[src/shared/bic_pkg.sv]
// Package for the bridge interrupt channel: source indices, reset values, carriers.
// Assumes one clock domain; all sources arrive as synchronous levels or pulses.
package bic_pkg;

	// Internal source indices
	localparam int SRC_PCI_ERR_LOG   = 0;
	localparam int SRC_MASTER_PARITY = 1;
	localparam int SRC_LOCAL_ERR_LOG = 2;
	localparam int SRC_DMA_LOCAL_ERR = 3;
	localparam int SRC_DMA_PCI_ERR   = 4;
	localparam int SRC_DMA_RESET     = 5;
	localparam int SRC_DMA_DONE      = 6;
	localparam int SRC_CFG_STATUS    = 7;
	localparam int SRC_MAILBOX0      = 8;
	localparam int SRC_LOCAL_PARITY  = 12;
	localparam int NUM_SRC           = 13;
	localparam int NUM_MB            = 4;

	// Hardware forwarding bit positions
	localparam int HW_PCI_IRQ   = 0;
	localparam int HW_PARITY    = 1;
	localparam int HW_SYSERR    = 2;
	localparam int HW_LOCAL_IRQ = 3;
	localparam int NUM_HW       = 4;

	// Reset values
	localparam logic [NUM_SRC-1:0] SRC_RST = 13'h0000;
	localparam logic [NUM_HW-1:0]  HW_RST  = 4'h0;

	// Direction encoding: 0 drives local pin, 1 drives PCI pin
	localparam logic DIR_LOCAL = 1'b0;
	localparam logic DIR_PCI   = 1'b1;

	// Per-source control carrier
	typedef struct packed {
		logic [NUM_SRC-1:0] en;
		logic [NUM_SRC-1:0] dir;
	} bic_src_cfg_t;

	// Mailbox write event carrier
	typedef struct packed {
		logic [NUM_MB-1:0] wr_pci;
		logic [NUM_MB-1:0] wr_local;
	} bic_mb_wr_t;

	// Pin pair for an open-drain interrupt line
	typedef struct packed {
		logic out;
		logic oe_n;
	} bic_pin_drv_t;

endpackage

[src/hw/bic_status_bit.sv]
// Sticky status bit: set by a cause level, cleared by write-one.
// Assumes the cause is a synchronous level sampled every clock.
`timescale 1ns/1ps
module bic_status_bit (
	// Clock and reset
	input  wire logic core_clk_i,
	input  wire logic sys_rst_i,
	// Cause and clear
	input  wire logic set_i,
	input  wire logic hold_i,
	input  wire logic clr_i,
	// State
	output logic      status_o
);
	logic status_q;
	logic status_d;

	// Set wins over clear; a live cause blocks the clear
	assign status_d = set_i | hold_i | (status_q & ~clr_i);

	always_ff @(posedge core_clk_i) begin
		if (sys_rst_i) begin
			status_q <= 1'b0;
		end else begin
			status_q <= status_d;
		end
	end

	assign status_o = status_q;
endmodule // bic_status_bit

[src/hw/bic_irq_channel.sv]
// Interrupt channel: forwards hardware lines across the bridge and raises
// interrupts for internal events. Control bits arrive as plain ports.
// Assumes all inputs synchronous to core_clk_i; pins are open drain.
`timescale 1ns/1ps
//////////////////////////////////////////////////////////////////////////////
// Contract
// - Two bidirectional interrupt pins, PCI and local
// - Hardware input forwards only when enabled
// - Forwarded hardware interrupts logged in status
// - Hardware routing works one direction only
// - Local pin held until PCI negated, cleared
// - Parity/system error lines assert local pin
// - Internal event interrupts only when enabled
// - Per-source direction bit selects target pin
// - Each internal source has readable status
// - Status uncleared while source flag set
// - PCI error log, master parity are sources
// - Four DMA sources, write-one flags
// - Combined config status source excludes master parity
// - Mailbox fires on opposite-side write only
// - Status bits clear by writing one
module bic_irq_channel (
	// Clock and reset
	input  wire logic                        core_clk_i,
	input  wire logic                        sys_rst_i,
	// PCI interrupt pin (open drain)
	input  wire logic                        pci_irq_pin_i,
	output logic                             pci_irq_pin_o,
	output logic                             pci_irq_pin_oe_n_o,
	// Local interrupt pin (open drain)
	input  wire logic                        local_irq_pin_i,
	output logic                             local_irq_pin_o,
	output logic                             local_irq_pin_oe_n_o,
	// PCI error lines, active low levels
	input  wire logic                        parity_line_n_i,
	input  wire logic                        syserr_line_n_i,
	// Hardware forwarding enables
	input  wire logic                        pci_irq_forward_en_i,
	input  wire logic                        parity_line_forward_en_i,
	input  wire logic                        syserr_line_forward_en_i,
	input  wire logic                        local_irq_forward_en_i,
	// Internal source control
	input  wire bic_pkg::bic_src_cfg_t       src_cfg_i,
	// Source flags, levels
	input  wire logic                        pci_error_log_flag_i,
	input  wire logic                        master_parity_flag_i,
	input  wire logic                        local_error_log_flag_i,
	input  wire logic [3:0]                  dma_flags_i,
	input  wire logic [4:0]                  cfg_err_bits_i,
	input  wire logic                        local_parity_err_i,
	// Mailbox write strobes, one-cycle pulses
	input  wire bic_pkg::bic_mb_wr_t         mb_wr_i,
	// Write-one-to-clear strobes
	input  wire logic [bic_pkg::NUM_SRC-1:0] src_status_clr_i,
	input  wire logic [bic_pkg::NUM_HW-1:0]  hw_status_clr_i,
	// Status outputs
	output logic      [bic_pkg::NUM_SRC-1:0] src_status_o,
	output logic      [bic_pkg::NUM_HW-1:0]  hw_status_o,
	output logic                             route_conflict_o
);
	//////////////////////////////////////////////////////////////////////////
	// Source levels
	wire logic [bic_pkg::NUM_SRC-1:0] src_level;
	wire logic [bic_pkg::NUM_SRC-1:0] src_pulse;
	wire logic [bic_pkg::NUM_MB-1:0]  mb_hit;
	wire logic [bic_pkg::NUM_SRC-1:0] src_status;
	wire logic [bic_pkg::NUM_HW-1:0]  hw_cause;
	wire logic [bic_pkg::NUM_HW-1:0]  hw_status;
	wire logic                        pci_fwd_on;
	wire logic                        local_fwd_on;
	wire logic                        drive_pci;
	wire logic                        drive_local;

	// Mailbox fires from the bus opposite its direction
	genvar m;
	generate
		for (m = 0; m < bic_pkg::NUM_MB; m++) begin : g_mb
			assign mb_hit[m] = (src_cfg_i.dir[bic_pkg::SRC_MAILBOX0 + m] == bic_pkg::DIR_LOCAL)
				? mb_wr_i.wr_pci[m] : mb_wr_i.wr_local[m];
		end
	endgenerate

	assign src_level[bic_pkg::SRC_PCI_ERR_LOG]   = pci_error_log_flag_i;
	assign src_level[bic_pkg::SRC_MASTER_PARITY] = master_parity_flag_i;
	assign src_level[bic_pkg::SRC_LOCAL_ERR_LOG] = local_error_log_flag_i;
	assign src_level[bic_pkg::SRC_DMA_DONE:bic_pkg::SRC_DMA_LOCAL_ERR] = dma_flags_i;
	// Master parity already has its own source
	assign src_level[bic_pkg::SRC_CFG_STATUS]    = |cfg_err_bits_i;
	assign src_level[bic_pkg::SRC_MAILBOX0+3:bic_pkg::SRC_MAILBOX0] = 4'h0;
	assign src_level[bic_pkg::SRC_LOCAL_PARITY]  = local_parity_err_i;

	assign src_pulse = {1'b0, mb_hit, 8'h00};

	//////////////////////////////////////////////////////////////////////////
	// Internal status bits
	genvar s;
	generate
		for (s = 0; s < bic_pkg::NUM_SRC; s++) begin : g_src
			bic_status_bit u_bit (
				.core_clk_i (core_clk_i),
				.sys_rst_i  (sys_rst_i),
				.set_i      (src_cfg_i.en[s] & src_pulse[s]),
				.hold_i     (src_cfg_i.en[s] & src_level[s]),
				.clr_i      (src_status_clr_i[s]),
				.status_o   (src_status[s])
			);
		end
	endgenerate

	//////////////////////////////////////////////////////////////////////////
	// Hardware forwarding
	// PCI-to-local forwarding wins if software enables both directions
	assign pci_fwd_on   = pci_irq_forward_en_i | parity_line_forward_en_i
		| syserr_line_forward_en_i;
	assign local_fwd_on = local_irq_forward_en_i & ~pci_fwd_on;
	assign route_conflict_o = local_irq_forward_en_i & pci_fwd_on;

	// Local input ignored while we drive it ourselves, avoiding a latch-up loop
	assign hw_cause[bic_pkg::HW_PCI_IRQ]   = pci_irq_forward_en_i & ~pci_irq_pin_i
		& pci_irq_pin_oe_n_o;
	assign hw_cause[bic_pkg::HW_PARITY]    = parity_line_forward_en_i & ~parity_line_n_i;
	assign hw_cause[bic_pkg::HW_SYSERR]    = syserr_line_forward_en_i & ~syserr_line_n_i;
	assign hw_cause[bic_pkg::HW_LOCAL_IRQ] = local_fwd_on & ~local_irq_pin_i
		& local_irq_pin_oe_n_o;

	generate
		for (s = 0; s < bic_pkg::NUM_HW; s++) begin : g_hw
			bic_status_bit u_hw (
				.core_clk_i (core_clk_i),
				.sys_rst_i  (sys_rst_i),
				.set_i      (1'b0),
				.hold_i     (hw_cause[s]),
				.clr_i      (hw_status_clr_i[s]),
				.status_o   (hw_status[s])
			);
		end
	endgenerate

	//////////////////////////////////////////////////////////////////////////
	// Pin drive, registered
	assign drive_local = |(hw_status[bic_pkg::HW_SYSERR:bic_pkg::HW_PCI_IRQ] & {3{pci_fwd_on}})
		| |(src_status & ~src_cfg_i.dir);
	assign drive_pci = (hw_status[bic_pkg::HW_LOCAL_IRQ] & local_fwd_on)
		| |(src_status & src_cfg_i.dir);

	logic local_drv_q;
	logic pci_drv_q;

	always_ff @(posedge core_clk_i) begin
		if (sys_rst_i) begin
			local_drv_q <= 1'b0;
			pci_drv_q   <= 1'b0;
		end else begin
			local_drv_q <= drive_local;
			pci_drv_q   <= drive_pci;
		end
	end

	// Open drain: drive low when asserted, enable active low
	assign local_irq_pin_o      = 1'b0;
	assign local_irq_pin_oe_n_o = ~local_drv_q;
	assign pci_irq_pin_o        = 1'b0;
	assign pci_irq_pin_oe_n_o   = ~pci_drv_q;

	assign src_status_o = src_status;
	assign hw_status_o  = hw_status;
endmodule // bic_irq_channel

[config.mk]
export PLATFORM = sky130hd
export DESIGN_NAME = bic_irq_channel
export DESIGN_NICKNAME = d
export VERILOG_FILES = /design/src/shared/bic_pkg.sv /design/src/hw/bic_status_bit.sv /design/src/hw/bic_irq_channel.sv
export SDC_FILE = /design/constraint.sdc
export NUM_CORES = 1
export LEC_CHECK = 0
export ABC_AREA = 1
export CORE_MARGIN = 1.5
export CORE_UTILIZATION = 45
export DETAILED_ROUTE_END_ITERATION = 10
export DONT_BUFFER_PORTS = 1
export PLACE_DENSITY = 0.64
export SYNTH_ARGS = -nofsm -noshare
export SYNTH_HDL_FRONTEND = slang
export SYNTH_HIERARCHICAL = 1
export SYNTH_SLANG_ARGS = --single-unit
[constraint.sdc]
create_clock -name core_clk_i -period 1.27 [get_ports core_clk_i]
set_input_delay 0.127 -clock core_clk_i [delete_from_list [all_inputs] [get_ports core_clk_i]]
set_output_delay 0.127 -clock core_clk_i [all_outputs]
set_load 0.01 [all_outputs]
==> key figures <==
Pwr
  – Sw power: 0.3750 mW
  – Gate power share: 0.198
  – P per Cell Area: 864.7 nW/um^2
  – P_leak: 0.8709 nW
  – Part of the power in registers: 0.562
  – Power Total: between 1 and 1.5 mW
  – Sw Share: 0.2983
  – Int Pwr: between 0.8 and 0.9 mW
  – Clock Power Share: 0.240
  – Max VDD drop: about 520 uV

Setup path
  – Max incr delay on CP: 1010 ps
  – Cell family with most CP delay: buffers and inverters
  – Critical Path End Type: register
  – Worst Path Class, Setup: in -> reg
  – Buf+Inv Stages, Crit Path: 1
  – CP startpoint kind: input pin
  – Slowest CP cell: dlygate4sd3_1
  – Crit path max fanout: 19
  – Critical Path RT: 1420 ps
  – Worst path cell trace: dlygate4sd3_1 -> a21oi_1
  – Critical path data arrival time: about 1300 ps

Placed design
  – Port buffer count: 0
  – HPWL after DPL: 2.142 mm
  – Placed Area: about 1200 sq um
  – Gp weighted congestion: ~0.72

Routing
  – DRT iter0 DRCs: 9
  – Vias per cell: 4.453
  – Avg WL per Cell: 9.880 um
  – Antenna viol nets, final: 0
  – Detailed Route WL: 2.727 mm
  – Vias: 1,229
  – Drt first pass iters: 4
  – # DRC: 0

Clock network
  – Num CTS Buffers: 3
  – H-tree Lvls: 1
  – CTS root buf: clkbuf_4
  – Post-CTS sizing: 0
  – Clock transition at the registers of the reported paths: 110 ps
  – Clk sinks: 19
  – TritonCTS clock tree: built
  – CTS Buffer Depth: 2
  – Worst-skew pair later-pin latency: 290 ps

Floorplanning
  – Initial core utilization: 0.4674
  – Die Ht: 53.50 um
  – Die area: 2862 sq um
  – Core area: 2455 sq um
  – Num rows: 18
  – Die Width: 53.50 um
  – Top-level I/O count: 96

Global route
  – Largest net degree at the start of global routing: 20
  – Antenna violations before repair: 0
  – Remaining global-route overflow: 0
  – GRT Total Usage: 0.1928
  – First-pass GRT wire length: 4.015 mm
  – Vias in the first global route: 1,028

Logic synthesis
  – Mux cell area share after synthesis: 0
  – Post-Synth Adder-Cell Area: 0
  – Largest family of logic cells by synthesized area: simple AND/OR/NAND/NOR gates
  – Post-Synth XOR/XNOR Area: 0
  – Netlist cell types: 16
  – Synth Instances: 207
  – Simple-gate share of the synthesized area: 0.3795
  – Synth Area per Inst: 5.543 sq um
  – Yosys warns: 6
  – Post-Syn Area: between 1000 and 1500 sq um
  – Sequential cell area fraction in the yosys report: 0.3315
  – FF+latch count, synth: 19
  – Synth Area in Compound Gates: 0.1091

Cells and area
  – Fin nets: 321
  – Register area: 380.4 sq um
  – Most common cell after layout, fill and taps aside: nand2_1
  – Area taken by multi-input logic gates: 631.9 sq um
  – Area Growth Syn to Fin: 26.72%
  – Most frequent cells in the layout: nand2_1 (62), inv_1 (48), nor2_1 (39)
  – Filler Cell Count: about 250
  – Design area: 1454 sq um
  – Share of cells above drive strength 1: 0.04065
  – # diodes: 0

Timing
  – Skew final: 2.989 ps
  – Max-slew violations: 0
  – Setup TNS: 0 ps
  – Final Cycle Share: 0.8691
  – Unrepaired setup endpoints after global routing: false
  – Final Hold Fails: 0
  – Crit path time final: around 1100 ps
  – Setup-failing EPs final: 0
  – Slew @ Worst Pin: 739.4 ps
  – Max Freq: 906.0 MHz
  – Relative slew slack: 0.5055

Hold path
  – Worst Hold Class: in -> reg

Status
  – Status: finished, final reports clean

Flow run
  – Max-cap viol count: 0
-- power groups by stage --
stage          sequential, mW  clock [mW]  combinational (mW)
4_1_cts                 0.708       0.319               0.250
3_3_place_gp            0.718           0               0.187
6_report                0.706       0.302               0.249
3_5_place_dp            0.721           0               0.195
5_1_grt                 0.716       0.346               0.293
2_1_floorplan           0.709           0               0.172
-- Yosys cell counts --
library cell / n / share of area
dfxtp_1: 19 / 0.33
nor2_1: 39 / 0.13
o21ai_1: 1 / 0.0044
nand2_1: 62 / 0.20
buf_4: 2 / 0.013
inv_2: 2 / 0.0065
a21oi_1: 18 / 0.079
nand3_2: 1 / 0.0087
nor4_1: 1 / 0.0055
nand2_2: 2 / 0.011
conb_1: 1 / 0.0033
inv_1: 48 / 0.16
o21ai_0: 6 / 0.026
nand3_1: 2 / 0.0087
nor3_1: 1 / 0.0044
nor2_2: 2 / 0.011
-- worst min-delay path, stage by stage --
cell and delay (ps):
nor2_1 30, nor2_1 90, a21oi_1 70
-- metrics by stage --
stage               hold WS, ps  instances    util  worst slack, ps
finish                    65.23        276  0.5923            166.3
global route              77.38        276  0.5923            107.3
CTS                       51.36        276  0.5923            163.7
detailed placement        200.0        253  0.5041            337.5
global placement          197.6        253  0.5041            347.8
floorplan                 196.1        225       -            417.1
-- sequential cells by signal, summed over array words and instances (netlist names) --
name,count
local_drv_q,1
g_hw.u_hw/status_o,4
pci_drv_q,1
g_src.u_bit/status_o,13
-- metal layers --
layer,GRT usage,up-vias,routed length [um]
met1,0.1983,517,1091
met3,0.05367,2,205
li1,-,661,-
met2,0.3663,49,1416
met4,0.06410,0,13
met5,0,-,0
-- repair_timing --
item                                   in CTS  in global routing
hold buffers                               19                  0
setup buffers                               0                  0
endpoints found under the hold margin      19                  0
setup endpoints to repair                   0                  0
-- cell type report --
class / count / area share
Multi-Input combinational cell: 154 / 0.4346
Timing Repair Buffer: 19 / 0.1308
Sequential cell: 19 / 0.2616
Clock buffer: 4 / 0.01807
Inverter: 50 / 0.1291
Tap cell: 30 / 0.02582
-- worst paths after layout --
check	to	from	slack [ps]	cells past startpoint
hold reg to reg	g_hw[1].u_hw/status_o$_SDFF_PP0_	g_hw[1].u_hw/status_o$_SDFF_PP0_	530	2
hold / removal	g_hw[2].u_hw/status_o$_SDFF_PP0_	syserr_line_n_i	70	3
setup reg to reg	pci_drv_q$_SDFF_PP0_	g_src[8].u_bit/status_o$_SDFF_PP0_	310	6
setup / recovery	g_hw[3].u_hw/status_o$_SDFF_PP0_	sys_rst_i	170	2
-- cell families after synthesis --
logic type | Yosys count
AND/OR/NAND/NOR | 110
flip-flops | 19
buffers and inverters | 52
AO/OA/AOI/OAI | 25
other | 1
No activity file was read; power rests on OpenSTA's default activity.
